--- src/serial_pkg.sv ---
package serial_pkg;
   // register offsets
   localparam logic [3:0] MLF_OFFSET      = 4'h5;
   localparam logic [3:0] RES_OFFSET      = 4'hA;
   localparam logic [3:0] FMT_OFFSET      = 4'h4;
   localparam logic [3:0] RESET_OFFSET    = 4'h0;
   localparam logic [3:0] DATA_OFFSET     = 4'h1;
   localparam logic [3:0] CTRL_OFFSET     = 4'h2;
   // modem line force fields
   localparam int MLF_DTR_BIT  = 0;
   localparam int MLF_RTS_BIT  = 1;
   localparam int MLF_DRS_BIT  = 2;
   localparam int MLF_SRTS_BIT = 3;
   // error status fields
   localparam int ERR_OVR_BIT = 1;
   localparam int ERR_PAR_BIT = 2;
   localparam int ERR_FRM_BIT = 3;
   localparam int ERR_BRK_BIT = 4;
   // format fields
   localparam int FMT_PEN_BIT  = 3;
   localparam int FMT_SENSE_LO = 4;
   localparam logic [1:0] SENSE_EVEN = 2'h1;
   // control fields
   localparam int CTRL_SIMPLE_BIT = 0;
   localparam int CTRL_RX_BIT     = 1;
   // reset values
   localparam logic [7:0] MLF_RST = 8'h00;
   localparam logic [7:0] FMT_RST = 8'h0B;
   localparam logic [7:0] CTL_RST = 8'h00;
   // timing
   localparam int CLK_HZ       = 200_000_000;
   localparam int BAUD         = 9600;
   localparam int BIT_CYCLES   = CLK_HZ / BAUD;
   localparam int HALF_CYCLES  = BIT_CYCLES / 2;
   localparam int FIFO_DEPTH   = 8;
   localparam int DATA_W       = 8;

   typedef struct packed {
      logic dtr;
      logic rts;
      logic drs;
      logic srts;
   } modem_out_t;

   typedef struct packed {
      logic dsr;
      logic cts;
      logic dcd;
   } modem_in_t;

   typedef struct packed {
      logic       wr;
      logic       rd;
      logic [3:0] addr;
      logic [7:0] wdata;
   } host_req_t;
endpackage : serial_pkg

--- src/serial_fifo.sv ---
`timescale 1ns/100ps
module serial_fifo #(
   parameter int WIDTH = 8,
   parameter int DEPTH = 8
) (
   input  wire logic             clk,
   input  wire logic             rst_n,
   input  wire logic             in_valid,
   output logic                  in_ready,
   input  wire logic [WIDTH-1:0] in_data,
   output logic                  out_valid,
   input  wire logic             out_ready,
   output logic [WIDTH-1:0]      out_data
);
   localparam int AW = $clog2(DEPTH);
   logic [WIDTH-1:0] mem [DEPTH];
   logic [AW-1:0]    wp_r;
   logic [AW-1:0]    rp_r;
   logic [AW:0]      cnt_r;
   logic             push;
   logic             pop;

   assign in_ready  = (cnt_r != (AW+1)'(DEPTH));
   assign out_valid = (cnt_r != '0);
   assign out_data  = mem[rp_r];
   assign push      = in_valid && in_ready;
   assign pop       = out_valid && out_ready;

   always_ff @(posedge clk) begin
      if (push) begin
         mem[wp_r] <= in_data;
      end
   end

   always_ff @(posedge clk or negedge rst_n) begin
      if (!rst_n) begin
         wp_r  <= '0;
         rp_r  <= '0;
         cnt_r <= '0;
      end else begin
         if (push) begin
            wp_r <= wp_r + 1'b1;
         end
         if (pop) begin
            rp_r <= rp_r + 1'b1;
         end
         cnt_r <= cnt_r + (AW+1)'(push) - (AW+1)'(pop);
      end
   end
endmodule : serial_fifo

--- src/serial_modem_handshake_error_status.sv ---
`timescale 1ns/100ps
// Overview of operation
// - receiver holds one character for host
// - transmit done only after last stop bit
// - transmit start drives dtr and rts active
// - transmit waits for dsr and cts active (dcd and cts in simple mode)
// - transmit end drops unforced dtr and rts
// - receive start drives dtr, rts stays low
// - receive accepts data only with dsr, dcd (dcd, cts in simple mode)
// - receive end drops unforced dtr
// - force bit 2 drives data rate select
// - force bit 3 drives secondary rts
// - force bits 1,0 hold rts, dtr active
// - simple mode: dtr follows carrier detect
// - parity mismatch sets error bit 2
// - bad stop bit sets error bit 3
// - lost character sets error bit 1
// - break sets bits 4 and 3
// - only received data raises error flags
// - any error raises pending status error
// - status read returns then clears bits 1-4
// - parity checked only when enabled, sense odd/even
// - interface reset clears modem force register
module serial_modem_handshake_error_status #(
   parameter int BIT_CYCLES = serial_pkg::BIT_CYCLES
) (
   input  wire logic       I_CLK_SYS,
   input  wire logic       I_RST_N,
   input  wire logic       i_wr,
   input  wire logic       i_rd,
   input  wire logic [3:0] i_addr,
   input  wire logic [7:0] i_wdata,
   output logic [7:0]      o_rdata,
   output logic            o_rvalid,
   output logic            o_tx_busy,
   output logic            o_tx_done,
   output logic            o_rx_full,
   output logic            o_err_pending,
   input  wire logic       i_rxd,
   input  wire logic       i_dsr,
   input  wire logic       i_cts,
   input  wire logic       i_dcd,
   output logic            o_txd,
   output logic            o_dtr,
   output logic            o_rts,
   output logic            o_drs,
   output logic            o_srts
);
   // ****************************************************************
   // host access and registers
   // ****************************************************************
   typedef enum {TX_IDLE, TX_WAIT, TX_SEND} tx_state_t;

   serial_pkg::host_req_t req;
   assign req = '{wr: i_wr, rd: i_rd, addr: i_addr, wdata: i_wdata};

   logic [7:0] mlf_r;
   logic [7:0] fmt_r;
   logic [7:0] ctl_r;
   logic [4:1] err_r;
   logic [7:0] rbuf_r;
   logic       rfull_r;
   logic       wr_mlf;
   logic       wr_rst;
   logic       rd_err;
   logic       rd_dat;

   assign wr_mlf = req.wr && (req.addr == serial_pkg::MLF_OFFSET);
   assign wr_rst = req.wr && (req.addr == serial_pkg::RESET_OFFSET) && (req.wdata != 8'h00);
   assign rd_err = req.rd && (req.addr == serial_pkg::RES_OFFSET);
   assign rd_dat = req.rd && (req.addr == serial_pkg::DATA_OFFSET);

   always_ff @(posedge I_CLK_SYS or negedge I_RST_N) begin
      if (!I_RST_N) begin
         mlf_r <= serial_pkg::MLF_RST;
      end else if (wr_rst) begin
         mlf_r <= serial_pkg::MLF_RST;
      end else if (wr_mlf) begin
         mlf_r <= req.wdata;
      end
   end

   always_ff @(posedge I_CLK_SYS or negedge I_RST_N) begin
      if (!I_RST_N) begin
         fmt_r <= serial_pkg::FMT_RST;
         ctl_r <= serial_pkg::CTL_RST;
      end else if (req.wr && req.addr == serial_pkg::FMT_OFFSET) begin
         fmt_r <= req.wdata;
      end else if (req.wr && req.addr == serial_pkg::CTRL_OFFSET) begin
         ctl_r <= req.wdata;
      end else if (wr_rst) begin
         ctl_r <= serial_pkg::CTL_RST;
      end
   end

   // ****************************************************************
   // input synchronisers
   // ****************************************************************
   logic [3:0] s1_r;
   logic [3:0] s2_r;
   logic [3:0] s3_r;
   logic [3:0] stab_r;

   always_ff @(posedge I_CLK_SYS or negedge I_RST_N) begin
      if (!I_RST_N) begin
         s1_r   <= 4'hF;
         s2_r   <= 4'hF;
         s3_r   <= 4'hF;
         stab_r <= 4'h1;
      end else begin
         s1_r <= {i_dcd, i_cts, i_dsr, i_rxd};
         s2_r <= s1_r;
         s3_r <= s2_r;
         for (int k = 0; k < 4; k++) begin
            if (s2_r[k] == s3_r[k]) begin
               stab_r[k] <= s3_r[k];
            end
         end
      end
   end

   logic rxd;
   serial_pkg::modem_in_t mi;
   assign rxd = stab_r[0];
   assign mi  = '{dsr: stab_r[1], cts: stab_r[2], dcd: stab_r[3]};

   // ****************************************************************
   // transmit path: fifo then shifter
   // ****************************************************************
   logic       f_in_ready;
   logic       f_out_valid;
   logic       f_out_ready;
   logic [7:0] f_out_data;

   serial_fifo #(
      .WIDTH (serial_pkg::DATA_W),
      .DEPTH (serial_pkg::FIFO_DEPTH)
   ) u_fifo (
      .clk       (I_CLK_SYS),
      .rst_n     (I_RST_N),
      .in_valid  (req.wr && req.addr == serial_pkg::DATA_OFFSET),
      .in_ready  (f_in_ready),
      .in_data   (req.wdata),
      .out_valid (f_out_valid),
      .out_ready (f_out_ready),
      .out_data  (f_out_data)
   );

   tx_state_t  tx_st_r;
   logic [9:0] tx_sh_r;
   logic [3:0] tx_bits_r;
   logic [15:0] tx_cnt_r;
   logic       tx_ok;
   logic       simple;

   assign simple = ctl_r[serial_pkg::CTRL_SIMPLE_BIT];
   assign tx_ok  = simple ? (mi.dcd && mi.cts) : (mi.dsr && mi.cts);
   assign f_out_ready = (tx_st_r == TX_WAIT) && tx_ok;

   always_ff @(posedge I_CLK_SYS or negedge I_RST_N) begin
      if (!I_RST_N) begin
         tx_st_r   <= TX_IDLE;
         tx_sh_r   <= 10'h3FF;
         tx_bits_r <= 4'h0;
         tx_cnt_r  <= 16'h0000;
         o_tx_done <= 1'b0;
      end else begin
         o_tx_done <= 1'b0;
         unique case (tx_st_r)
            TX_IDLE: begin
               if (f_out_valid) begin
                  tx_st_r <= TX_WAIT;
               end
            end
            TX_WAIT: begin
               if (!f_out_valid) begin
                  tx_st_r   <= TX_IDLE;
                  o_tx_done <= 1'b1;
               end else if (tx_ok) begin
                  tx_sh_r   <= {1'b1, f_out_data, 1'b0};
                  tx_bits_r <= 4'hA;
                  tx_cnt_r  <= 16'(BIT_CYCLES - 1);
                  tx_st_r   <= TX_SEND;
               end
            end
            TX_SEND: begin
               if (tx_cnt_r != 16'h0000) begin
                  tx_cnt_r <= tx_cnt_r - 16'h0001;
               end else if (tx_bits_r == 4'h1) begin
                  // stop bit fully out; next byte or finish
                  tx_sh_r <= 10'h3FF;
                  tx_st_r <= TX_WAIT;
               end else begin
                  tx_sh_r   <= {1'b1, tx_sh_r[9:1]};
                  tx_bits_r <= tx_bits_r - 4'h1;
                  tx_cnt_r  <= 16'(BIT_CYCLES - 1);
               end
            end
         endcase
      end
   end

   always_ff @(posedge I_CLK_SYS or negedge I_RST_N) begin
      if (!I_RST_N) begin
         o_txd     <= 1'b1;
         o_tx_busy <= 1'b0;
      end else begin
         o_txd     <= (tx_st_r == TX_SEND) ? tx_sh_r[0] : 1'b1;
         o_tx_busy <= (tx_st_r != TX_IDLE) || f_out_valid;
      end
   end

   // ****************************************************************
   // receiver
   // ****************************************************************
   logic        rx_act_r;
   logic [15:0] rx_cnt_r;
   logic [3:0]  rx_idx_r;
   logic [8:0]  rx_sh_r;
   logic        rx_ok;
   logic        rx_en;
   logic        rx_end;
   logic        par_en;
   logic        par_bad;
   logic        frm_bad;
   logic        brk;
   logic [3:0]  last_idx;

   assign rx_en    = ctl_r[serial_pkg::CTRL_RX_BIT];
   assign rx_ok    = simple ? (mi.dcd && mi.cts) : (mi.dsr && mi.dcd);
   assign par_en   = fmt_r[serial_pkg::FMT_PEN_BIT];
   assign last_idx = par_en ? 4'hA : 4'h9;
   assign rx_end   = rx_act_r && (rx_cnt_r == 16'h0000) && (rx_idx_r == last_idx);

   // a break leaves the line low past its stop sample; only a fresh falling
   // edge may start a character, so the break tail cannot start a phantom one
   logic rxd_q_r;
   always_ff @(posedge I_CLK_SYS or negedge I_RST_N) begin
      if (!I_RST_N) begin
         rxd_q_r <= 1'b1;
      end else begin
         rxd_q_r <= rxd;
      end
   end

   always_ff @(posedge I_CLK_SYS or negedge I_RST_N) begin
      if (!I_RST_N) begin
         rx_act_r <= 1'b0;
         rx_cnt_r <= 16'h0000;
         rx_idx_r <= 4'h0;
         rx_sh_r  <= 9'h000;
      end else if (!rx_act_r) begin
         if (rxd_q_r && !rxd && rx_en && rx_ok) begin
            rx_act_r <= 1'b1;
            rx_cnt_r <= 16'(BIT_CYCLES / 2);
            rx_idx_r <= 4'h0;
         end
      end else if (rx_cnt_r != 16'h0000) begin
         rx_cnt_r <= rx_cnt_r - 16'h0001;
      end else begin
         // sample mid-bit: 0 start, 1..8 data, optional parity, stop
         if (rx_idx_r != 4'h0 && rx_idx_r != last_idx) begin
            rx_sh_r <= {rxd, rx_sh_r[8:1]};
         end
         rx_cnt_r <= 16'(BIT_CYCLES - 1);
         rx_idx_r <= rx_idx_r + 4'h1;
         if (rx_end) begin
            rx_act_r <= 1'b0;
         end
      end
   end

   // odd parity means data plus parity has an odd count of ones
   always_comb begin
      logic [7:0] d;
      logic       p;
      d = par_en ? rx_sh_r[8:1] : rx_sh_r[8:1];
      p = 1'b0;
      if (par_en) begin
         d = rx_sh_r[7:0];
         p = rx_sh_r[8];
      end
      if (fmt_r[serial_pkg::FMT_SENSE_LO +: 2] == serial_pkg::SENSE_EVEN) begin
         par_bad = par_en && ((^d) != p);
      end else begin
         par_bad = par_en && ((^d) == p);
      end
   end

   assign frm_bad = !rxd;
   assign brk     = !rxd && (rx_sh_r == 9'h000);

   logic [7:0] rx_data;
   assign rx_data = par_en ? rx_sh_r[7:0] : rx_sh_r[8:1];

   always_ff @(posedge I_CLK_SYS or negedge I_RST_N) begin
      if (!I_RST_N) begin
         rbuf_r  <= 8'h00;
         rfull_r <= 1'b0;
      end else if (rx_end && (!rfull_r || rd_dat)) begin
         // a read in the same cycle frees the buffer, so nothing is lost
         rbuf_r  <= rx_data;
         rfull_r <= 1'b1;
      end else if (rd_dat || wr_rst) begin
         rfull_r <= 1'b0;
      end
   end

   // ****************************************************************
   // error flags: set wins over the read clear
   // ****************************************************************
   logic [4:1] err_set;
   always_comb begin
      err_set = 4'h0;
      if (rx_end) begin
         err_set[serial_pkg::ERR_OVR_BIT] = rfull_r && !rd_dat;
         err_set[serial_pkg::ERR_PAR_BIT] = par_bad;
         err_set[serial_pkg::ERR_FRM_BIT] = frm_bad;
         err_set[serial_pkg::ERR_BRK_BIT] = brk;
      end
   end

   always_ff @(posedge I_CLK_SYS or negedge I_RST_N) begin
      if (!I_RST_N) begin
         err_r <= 4'h0;
      end else if (rd_err || wr_rst) begin
         err_r <= err_set;
      end else begin
         err_r <= err_r | err_set;
      end
   end

   always_ff @(posedge I_CLK_SYS or negedge I_RST_N) begin
      if (!I_RST_N) begin
         o_err_pending <= 1'b0;
      end else if (rd_err || wr_rst) begin
         o_err_pending <= |err_set;
      end else if (|err_set) begin
         o_err_pending <= 1'b1;
      end
   end

   always_ff @(posedge I_CLK_SYS or negedge I_RST_N) begin
      if (!I_RST_N) begin
         o_rdata   <= 8'h00;
         o_rvalid  <= 1'b0;
         o_rx_full <= 1'b0;
      end else begin
         o_rvalid  <= req.rd;
         o_rx_full <= rfull_r;
         if (req.rd) begin
            unique case (req.addr)
               serial_pkg::RES_OFFSET:  o_rdata <= {3'h0, err_r, 1'b0};
               serial_pkg::MLF_OFFSET:  o_rdata <= mlf_r;
               serial_pkg::FMT_OFFSET:  o_rdata <= fmt_r;
               serial_pkg::CTRL_OFFSET: o_rdata <= ctl_r;
               serial_pkg::DATA_OFFSET: o_rdata <= rbuf_r;
               default:                 o_rdata <= {4'h0, mi.dcd, mi.cts, mi.dsr, f_in_ready};
            endcase
         end
      end
   end

   // ****************************************************************
   // modem line drivers
   // ****************************************************************
   logic tx_run;
   logic rx_run;
   assign tx_run = (tx_st_r != TX_IDLE);
   assign rx_run = rx_en;

   always_ff @(posedge I_CLK_SYS or negedge I_RST_N) begin
      if (!I_RST_N) begin
         o_dtr  <= 1'b0;
         o_rts  <= 1'b0;
         o_drs  <= 1'b0;
         o_srts <= 1'b0;
      end else begin
         o_drs  <= mlf_r[serial_pkg::MLF_DRS_BIT];
         o_srts <= mlf_r[serial_pkg::MLF_SRTS_BIT];
         if (simple) begin
            o_dtr <= mi.dcd || mlf_r[serial_pkg::MLF_DTR_BIT];
         end else begin
            o_dtr <= mlf_r[serial_pkg::MLF_DTR_BIT] || tx_run || rx_run;
         end
         o_rts <= mlf_r[serial_pkg::MLF_RTS_BIT] || tx_run;
      end
   end
endmodule : serial_modem_handshake_error_status

--- config.mk ---
export PLATFORM = sky130hd
export DESIGN_NAME = serial_modem_handshake_error_status
export DESIGN_NICKNAME = d
export VERILOG_FILES = /design/src/serial_pkg.sv /design/src/serial_fifo.sv /design/src/serial_modem_handshake_error_status.sv
export SDC_FILE = /design/constraint.sdc
export NUM_CORES = 1
export LEC_CHECK = 0
export BUFFER_PORTS_ARGS = -buffer_cell sky130_fd_sc_hd__buf_4
export CORE_ASPECT_RATIO = 1.5
export CORE_UTILIZATION = 50
export CTS_CLUSTER_DIAMETER = 200
export CTS_CLUSTER_SIZE = 16
export DETAILED_ROUTE_END_ITERATION = 10
export PLACE_DENSITY = 0.77
export SYNTH_ARGS = -nofsm -noshare
export SYNTH_HDL_FRONTEND = slang
export SYNTH_HIERARCHICAL = 1
export SYNTH_SLANG_ARGS = --single-unit
--- constraint.sdc ---
create_clock -name I_CLK_SYS -period 6.7 [get_ports I_CLK_SYS]
set_input_delay 0.335 -clock I_CLK_SYS [delete_from_list [all_inputs] [get_ports I_CLK_SYS]]
set_output_delay 0.335 -clock I_CLK_SYS [all_outputs]
set_load 0.05 [all_outputs]
Yosys cells after proc, flatten, opt, wreduce, memory -nomap -nowiden
Memories as Yosys holds them, arrays and structs flattened. Cells that the tools add are included.

Register bits after elaboration: 174. Memory bits (writable): 64. Input bits: 20. Output and inout bits: 18. Logic and storage cells: 192. Memories: 1.

Memory list: u_fifo.mem (words 8, bits a word 8, rd ports 1, clocked after Yosys merged registers in 0, write ports 1, line serial_fifo.sv:16) `logic [WIDTH-1:0] mem [DEPTH];`.

$add $sub $neg: 8. Equality and inequality tests: 29. Mux-type cells: 54. Bitwise logic cells: 3. Reduce and logical (&&, ||, !) cells: 61.

Operator list (number): 32-bit 2-to-1 mux (5); 16-bit 2-to-1 mux (7); 32-bit case mux with 3 select lines (1); 32-bit by 2-bit == test with 1-bit output, second input constant (2); 8-bit 2-to-1 mux (5); 8-bit case mux with 5 select lines (1); 4-bit 2-to-1 mux (9); 32-bit by 1-bit == test with 1-bit output, second input constant (1); 32-bit by 3-bit == test with 1-bit output, second input constant (1); 32-bit logical NOT (1); 16-bit case mux with 2 select lines (1); 16-bit nonzero test (2); 32-bit nonzero test (1); 16-bit by 1-bit subtractor with 16-bit output, second input constant (2); 10-bit 2-to-1 mux (3); 1-bit logical AND (25); 10-bit case mux with 2 select lines (1); 1-bit 2-to-1 mux (18); 16-bit logical NOT (1); 2-bit != test, second input constant (7); 4-bit AND reduction (3); 2-bit nonzero test (6); 9-bit logical NOT (1); 9-bit 2-to-1 mux (1); 30 further kinds (50).

Depth between registers and ports, before layout
Gate-level depths: netlist (run 1).

Depth in word-level cells: 9. Gate-level depth with buffers: 11. Gate-level depth less buffers: 11.

Modules after synthesis
Netlist (run 1), hierarchy kept.

Modules (own cells, without submodules): serial_modem_handshake_error_status (instances 1, cells each 607, area each 6366.1 µm², sequential area each 3362.0 µm²); serial_fifo (instances 1, cells each 148, area each 3056.7 µm², sequential area each 2172.1 µm²).

Worst setup path before layout (run 1)
OpenSTA, ideal clock, no wires.

Path type: input to register. From: input port i_addr[3]. To: register u_fifo.cnt_r[2]. Setup time: 122 ps. Arrival time: 2364 ps. Required time: 6578 ps. Setup slack: 4214 ps. Stages on the path: 10. Path buffers: 2. Cell sequence: clkbuf_1 -> or3b_1 -> clkbuf_1 -> nor2b_1 -> nand2_1 -> ha_1 -> inv_1 -> ha_1 -> fa_1 -> xor2_1.

Word-level cells in the longest chain between the ends: 5.

Ends and longest elaborated chain: from (decl) (line serial_modem_handshake_error_status.sv:31) `input wire logic [3:0] i_addr,`; 4-bit by 1-bit == test with 1-bit output (line serial_modem_handshake_error_status.sv:141) `.in_valid (req.wr && req.addr == serial_pkg::DATA_OFFSET),`; 1-bit logical AND (line serial_modem_handshake_error_status.sv:141); 1-bit logical AND (line serial_fifo.sv:26) `assign push = in_valid && in_ready;`; 4-bit by 1-bit adder with 4-bit output (line serial_fifo.sv:47) `cnt_r <= cnt_r + (AW+1)'(push) - (AW+1)'(pop);`; 4-bit by 1-bit subtractor with 4-bit output (line serial_fifo.sv:47); to (signal assigned) (line serial_fifo.sv:47); to (decl) (line serial_fifo.sv:19) `logic [AW:0] cnt_r;`.

Every way passes these cells. A chain may end at the register's enable or synchronous reset.

Worst setup path after layout (run 1)
From: register tx_bits_r[1]. To: register tx_cnt_r[14].

Word-level cells in the longest chain between the ends: 3.

Ends and longest elaborated chain: from (decl) (line serial_modem_handshake_error_status.sv:151) `logic [3:0] tx_bits_r;`; from (signal assigned) (line serial_modem_handshake_error_status.sv:195) `tx_bits_r <= tx_bits_r - 4'h1;`; 4-bit by 1-bit == test with 1-bit output (line serial_modem_handshake_error_status.sv:189) `end else if (tx_bits_r == 4'h1) begin`; 3-bit != test (no source line); 4-bit AND reduction (no source line); to (signal assigned) (line serial_modem_handshake_error_status.sv:182) `tx_cnt_r <= 16'(BIT_CYCLES - 1);`; to (signal assigned) (line serial_modem_handshake_error_status.sv:188) `tx_cnt_r <= tx_cnt_r - 16'h0001;`; to (signal assigned) (line serial_modem_handshake_error_status.sv:196) `tx_cnt_r <= 16'(BIT_CYCLES - 1);`; to (decl) (line serial_modem_handshake_error_status.sv:152) `logic [15:0] tx_cnt_r;`.

Every way passes these cells.

==> results of run 1 <==
worst max-delay path, delay by kind of cell (launching register included):
family                     cells  cell delay (ns)
and+or+nand+nor                2             1.07
DFF                            1             0.40
buffers and inverters          2             0.33
AOI/OAI and AO/OA              3             0.99
adders and majority gates      1             0.14
registers in the layout, summed over array words and instances, names as in the netlist, 8 cells and up:
register	flops
rx_sh_r	9
tx_cnt_r	16
o_rdata	8
mlf_r	8
tx_sh_r	9
fmt_r	8
rbuf_r	8
ctl_r	8
u_fifo/mem	64
rx_cnt_r	16
report_power, final:
| part | switching [mW] | internal, mW | leakage, nW |
|---|---|---|---|
| Sequential | 0.242 | 1.52 | 2.34 |
| Clock | 0.422 | 0.474 | 0.222 |
| Combinational | 0.477 | 0.417 | 1.59 |
| Total | 1.14 | 2.41 | 4.15 |
metrics by stage:
stage | util (%) | instances | worst slack (ns) | cell area, um2 | hold slack [ns]
after floorplan | - | 755 | 4.21 | 9420 | 0.0394
after detailed placement | 53.6 | 1014 | 3.72 | 9900 | 0.347
final | 56.4 | 1047 | 3.70 | 10400 | 0.117
after global routing | 56.4 | 1047 | 3.47 | 10400 | 0.105
after global placement | 53.6 | 1014 | 3.90 | 9900 | 0.347
after CTS | 56.4 | 1047 | 3.71 | 10400 | 0.0993
cells in the final DEF, fill, tap and decap left out, drive strengths merged, types with 21 or more instances in the layout:
master,instances
buf,40
o21ai,60
mux2,45
dfrtp,116
dfstp,27
inv,21
nand2,68
clkbuf,28
nor2,28
edfxtp,64
or3,21
a21oi,41
routing by layer:
layer / wire, um / up-vias
li1: - / 2872
met1: 7760 / 3003
met4: 646 / 0
met2: 10200 / 147
met5: 0 / -
met3: 706 / 47
worst paths after layout:
check / from / to / slack (ns) / cells after the start
max in group asynchronous: I_RST_N / rx_idx_r[0] / 4.87 / 3
worst max register to register: tx_bits_r[1] / tx_cnt_r[14] / 3.70 / 8
worst min register to register: s1_r[3] / s2_r[3] / 0.36 / 0
worst min-delay path: i_rd / o_rvalid / 0.12 / 1
min in group asynchronous: I_RST_N / tx_cnt_r[9] / 0.45 / 2
worst max-delay path: tx_bits_r[1] / tx_cnt_r[14] / 3.70 / 8
area by class of cell:
class                      instances  area [um2]
tap                              252         315
fill                            1586        8060
inverter                          21        78.8
multi-input combinational        494        3660
clock buffer                      28         467
sequential                       207        5530
timing repair buffer              45         354
timing repair:
item | in CTS | in global routing
hold endpoints to repair | 61 | 0
hold buffers | 5 | 0
resized for setup | 0 | 0
cell families after synthesis:
group / Yosys count
adder cells (fa/ha/maj): 21
AO/OA/AOI/OAI: 159
flip-flops: 207
XOR/XNOR: 18
multiplexers: 75
AND/OR/NAND/NOR: 221
buffers and inverters: 54
==> summary.txt, run 1 <==
Status
  • Outcome: finished, final reports clean

Pwr
  • Lkg Pwr: between 4 and 5 nW
  • Pwr/cell area: around 340 nW/um2
  • Overall Power: 3.55 mW
  • Max VDD drop: 0.256 mV

Timing
  • Slew headroom: 23.1%
  • Setup TNS: 0 ns
  • Worst-Margin Slew: 1.14 ns
  • Post-Route Skew: between 0.015 and 0.02 ns
  • Setup violators final: 0
  • Min Tclk post-route: 3.00 ns
  • RSZ-0062 raised after global routing: no
  • Final Max Tran Viols: 0
  • F_max: 333 MHz
  • Final hold violation count: 0
  • Final Cycle Share: 44.8%

Placement
  • Final HPWL DP: around 13000 um
  • GP Congestion: 0.853
  • Port-buffer cells: 37

Synth
  • Post-synthesis compound-gate area fraction: 10.2%
  • Synth area leaders: dfrtp_1, edfxtp_1, dfstp_2
  • Post-synth top cells: dfrtp_1, nand2_1, edfxtp_1, o21ai_0, a21oi_1
  • Adder-cell share of the synthesized area: 2.76%
  • Synth Instances: 755
  • Yosys reg bits: 207
  • Primary FF master, synth: dfrtp_1
  • Yosys top cell by area: dfrtp_1
  • YS warnings: 6
  • Post-synth EDFFs: 64
  • Seq/Total Area, Yosys: approximately 59%
  • Synthesized area: 9420 um2
  • Mapped Nets: about 790
  • Synth async-reset ratio: between 60% and 70%
  • Mux cell area share after synthesis: 11.3%
  • Top-area cell type share of the netlist area: approximately 31%
  • Simple-gate portion of the synthesized area: between 10 and 15%
  • Xor/xnor cell area share of the yosys netlist: approximately 1.8%
  • Synthesized area per cell: between 10 and 15 um2
  • Cell variety after synth: 68
  • Cell with the most instances after synthesis: dfrtp_1
  • Largest family of logic cells by synthesized area: simple AND/OR/NAND/NOR gates

Cells and area
  • Final #Nets: 822
  • Area Growth Syn to Fin: 10.5%
  • Ratio of cells with drive above 1 in the final layout: 16.0%
  • Ant diodes: 0

Clock network
  • CTS max path bufs: 3
  • Clock latency at the later pin of the worst-skew pair: ~0.48 ns
  • H-tree depth: 1
  • Setup bufs post-CTS: 0
  • Root buffer cell: clkbuf_16
  • Clock transition at path regs: approximately 0.08 ns
  • Cts bufs inserted: 16
  • CTS tree: built
  • Sink Count: a little over 200

Global routing
  • Gr usage total: 20.9%
  • GR Util met2: 38.5%
  • Pin count of the biggest net entering global routing: between 70 and 80
  • Met3 Use GR: 2.64%
  • First-pass GRT wire length: 31800 um
  • Most Crowded Layer GR: met2
  • Grt ovf: 0
  • Met1 Track Usage GR: 24.3%
  • Vias in the first global route: 6349
  • Initial antenna violation count: 0

Drt
  • Initial drt markers: 355
  • WL per Instance: approximately 18 um
  • First-pass DRT Iterations: 5
  • Vias per cell: 5.80
  • DRT antenna net count: 0
  • Drt total wl: 19300 um
  • DR vias: 6069
  • Residual DRC: 0

Critical path
  • Critical-path maximum fanout: 12
  • Crit path max-delay cell type: nor3b_1
  • Worst setup SP type: flop
  • Required time of the worst setup path: 7.11 ns
  • Max stage delay on crit path: 0.83 ns
  • Crit-path cells: inv_1 > ha_1 > nor3b_1 > o21ai_0 > o21ai_1 > inv_1 > and3_1 > o21ai_1
  • Critical path arrival: about 3.4 ns
  • WS Path Type: reg -> reg
  • Crit path capture type: flop

Floorplan
  • Core Footprint: 18500 um2
  • IO Count: 38
  • Die footprint: 19400 um2
  • Die Ht: 170 um
  • Cell Rows: 61
  • Initial core utilization: 51.0%
  • Die width: 114 um

Min path
  • Hold Path Class: in -> reg

Flow run
  • Maxcap violations: 0
Power figures use the tool's default switching activity.
==> run 2: changes to the inputs <==
- clock period: 6.7 -> 2.8 ns (I/O delays scaled with it)
==> run 2 against run 1 <==
Via count increased by 3.9%. Routed wire length increased by 3.0%. Die area unchanged. Core utilization increased by 1.5 points. Non-clock buffer count increased by 34. Clock power increased by 140%. Power increased by 140%. Combinational power increased to 2.6 times the previous value. Setup slack got worse by 3.4 ns. First-iteration DRC count decreased by 23%. Sequential cell count unchanged. Critical endpoint is now u_fifo/cnt_r[2].
==> summary.txt, run 2 (synthesized netlist as in run 1, its figures left out) <==
Status
  • Outcome: finished, final reports clean

Critical path
  • Required time of the worst setup path: 3.16 ns (-3.95 ns)
  • WS Path Type: reg -> reg
  • Worst reg-to-reg setup slack: 0.31 ns (-3.39 ns)
  • Critical path arrival: 2.86 ns (-0.55 ns)
  • Crit path capture type: flop
  • CP startpoint: u_fifo/cnt_r[2]
  • Depth of the most critical reg-to-reg path: 10 (+2)
  • Worst setup SP type: flop
  • RR Endpoint: u_fifo/cnt_r[2]
  • Critical-path maximum fanout: 7 (-5)
  • Worst reg2reg startpoint: u_fifo/cnt_r[2]

Timing
  • Final Max Tran Viols: 0 (unchanged)
  • RSZ-0062 raised after global routing: no
  • Final hold slack: 0.141 ns (+0.0242 ns)
  • Final Cycle Share: 89.0% (+44 points)
  • Slew headroom: 47.9% (+25 points)
  • Setup violators final: 0 (unchanged)
  • Min Tclk post-route: 2.49 ns (-0.509 ns)
  • Setup TNS: 0 ns (unchanged)
  • F_max: 401 MHz (+20%)
  • Final hold violation count: 0 (unchanged)
  • Worst-Margin Slew: 0.779 ns (-0.365 ns)
  • Post-Route Skew: 0.0129 ns (-0.00209 ns)
  • Worst setup margin: 0.308 ns (-3.39 ns)

Cells and area
  • Top reg by flops: u_fifo/mem
  • Reg area: 5530 um2 (unchanged)
  • # fillers: 1501 (-5.4%)
  • Most frequent cells in the layout: dfrtp_1, nand2_1, buf_4, edfxtp_1, o21ai_0
  • Area Growth Syn to Fin: 13.5%
  • Biggest regs: u_fifo/mem: 64 flops, rx_cnt_r: 16 flops, tx_cnt_r: 16 flops
  • Ant diodes: 0 (unchanged)
  • Final #Nets: 856 (+4.1%)
  • Non-filler instance count after layout: 1081 (+3.2%)
  • Multi-input logic area: 3660 um2 (unchanged)
  • Max reg flops: 64 (unchanged)
  • Most common cell after layout, fill and taps aside: dfrtp_1
  • Ratio of cells with drive above 1 in the final layout: 18.3% (+2.4 points)

Clock network
  • Clock transition at path regs: 0.07 ns (about the same)
  • CTS max path bufs: 3 (unchanged)
  • Cts bufs inserted: 16 (unchanged)
  • Clock latency at the later pin of the worst-skew pair: 0.48 ns (about the same)
  • H-tree depth: 1 (unchanged)
  • Root buffer cell: clkbuf_16
  • CTS tree: built
  • Setup bufs post-CTS: 0 (unchanged)
  • Sink Count: 207 (unchanged)

Pwr
  • Pwr/cell area: 805 nW/um2 (+140%)
  • Combinational fraction of design power: 26.8% (+1.6 points)
  • Int Pwr: 5.84 mW (+140%)
  • Switch share: 32.2% (about the same)
  • Sequential share of power: 48.2% (-1.3 points)
  • Lkg Pwr: 4.31 nW (+3.9%)
  • Max VDD drop: 0.559 mV (+120%)
  • Psw: 2.77 mW (+140%)
  • Overall Power: 8.61 mW (+140%)
  • Clock power share: 25.0% (-0.3 points)

Min path
  • Worst hold endpoint: o_rdata[7]
  • Hold Path Class: in -> reg
  • Hold wc startpoint: i_addr[0]
  • Hold path depth: 3 (+2)

Placement
  • Final HPWL DP: 13700 um (+4.5%)
  • DP Cell Count: 1039 (+2.5%)
  • Setup Slack @ Placement: 0.316 ns (-3.40 ns)
  • GP Congestion: 0.892 (+4.6%)
  • Port-buffer cells: 37 (unchanged)

Drt
  • Residual DRC: 0 (unchanged)
  • WL per Instance: 18.4 um (-0.25%)
  • Vias per cell: 5.83 (+0.65%)
  • Drt total wl: 19900 um (+3.0%)
  • First-pass DRT Iterations: 4 (-1)
  • DR vias: 6307 (+3.9%)
  • DRT antenna net count: 0 (unchanged)
  • Initial drt markers: 274 (-23%)

Floorplan
  • Core Footprint: 18500 um2 (unchanged)
  • Initial core utilization: 51.0% (unchanged)
  • Die width: 114 um (unchanged)
  • Die footprint: 19400 um2 (unchanged)
  • IO Count: 38 (unchanged)
  • Die Ht: 170 um (unchanged)
  • Cell Rows: 61 (unchanged)

Global routing
  • Grt ovf: 0 (unchanged)
  • Initial antenna violation count: 0 (unchanged)
  • First-pass GRT wire length: 33000 um (+4.0%)
  • Pin count of the biggest net entering global routing: 61 (-16%)
  • Vias in the first global route: 6583 (+3.7%)
  • Gr usage total: 21.7% (+0.76 points)

Flow run
  • Maxcap violations: 0 (unchanged)
-- run 2: per-stage QoR --
| step | cell area (um2) | utilization [%] |
|---|---|---|
| 2_1_floorplan | 9420 | - |
| 3_5_place_dp | 10100 | 54.6 |
| 5_1_grt | 10700 | 57.9 |
| 3_3_place_gp | 10100 | 54.6 |
| 6_report | 10700 | 57.9 |
| 4_1_cts | 10700 | 57.9 |
-- run 2: critical path, stage by stage, from the launching register on --
cell and delay (ns):
dfrtp_1 0.37, inv_1 0.10, ha_1 0.14, or3b_2 0.52, nand2_1 0.16, inv_1 0.06, ha_1 0.27, inv_1 0.04
ha_1 0.20, fa_1 0.39, xor2_1 0.15
-- run 2: power by group through the flow --
stage          combinational [mW]  clock [mW]  sequential [mW]
3_5_place_dp                 2.30           0             4.20
4_1_cts                      2.33        2.19             4.14
5_1_grt                      2.55        2.31             4.22
6_report                     2.31        2.15             4.15
2_1_floorplan                1.70           0             4.09
3_3_place_gp                 2.23           0             4.18
-- run 2: repair_timing --
item / in CTS / in global routing
setup endpoints to repair: 0 / 0
hold buffers: 14 / 0
resized for setup: 0 / 0
endpoints found under the hold margin: 118 / 0
-- run 2: cell type report --
class,count,area share [%]
flip-flops and latches,207,51.8
multi-input cells,494,34.3
repair buffers,79,5.91
clock buffers,28,4.37
well taps,252,2.95
inverters,21,0.737
-- run 2: per-layer routing --
layer	wire length [um]	GRT usage [%]	vias to the layer above
li1	-	-	2941
met1	8150	26.6	3178
met2	10400	39.3	140
met3	666	1.89	48
met4	659	8.47	0
met5	0	0	-
-- run 2: how the worst max path moves through the flow --
| stage | end | slack [ns] |
|---|---|---|
| detailed placement | u_fifo/cnt_r[2] | 0.32 |
| finish | u_fifo/cnt_r[2] | 0.31 |
| global placement | u_fifo/cnt_r[2] | 0.37 |
| CTS | u_fifo/cnt_r[2] | 0.30 |
| floorplan | u_fifo/cnt_r[2] | 0.45 |
| global route | tx_bits_r[3] | 0.15 |
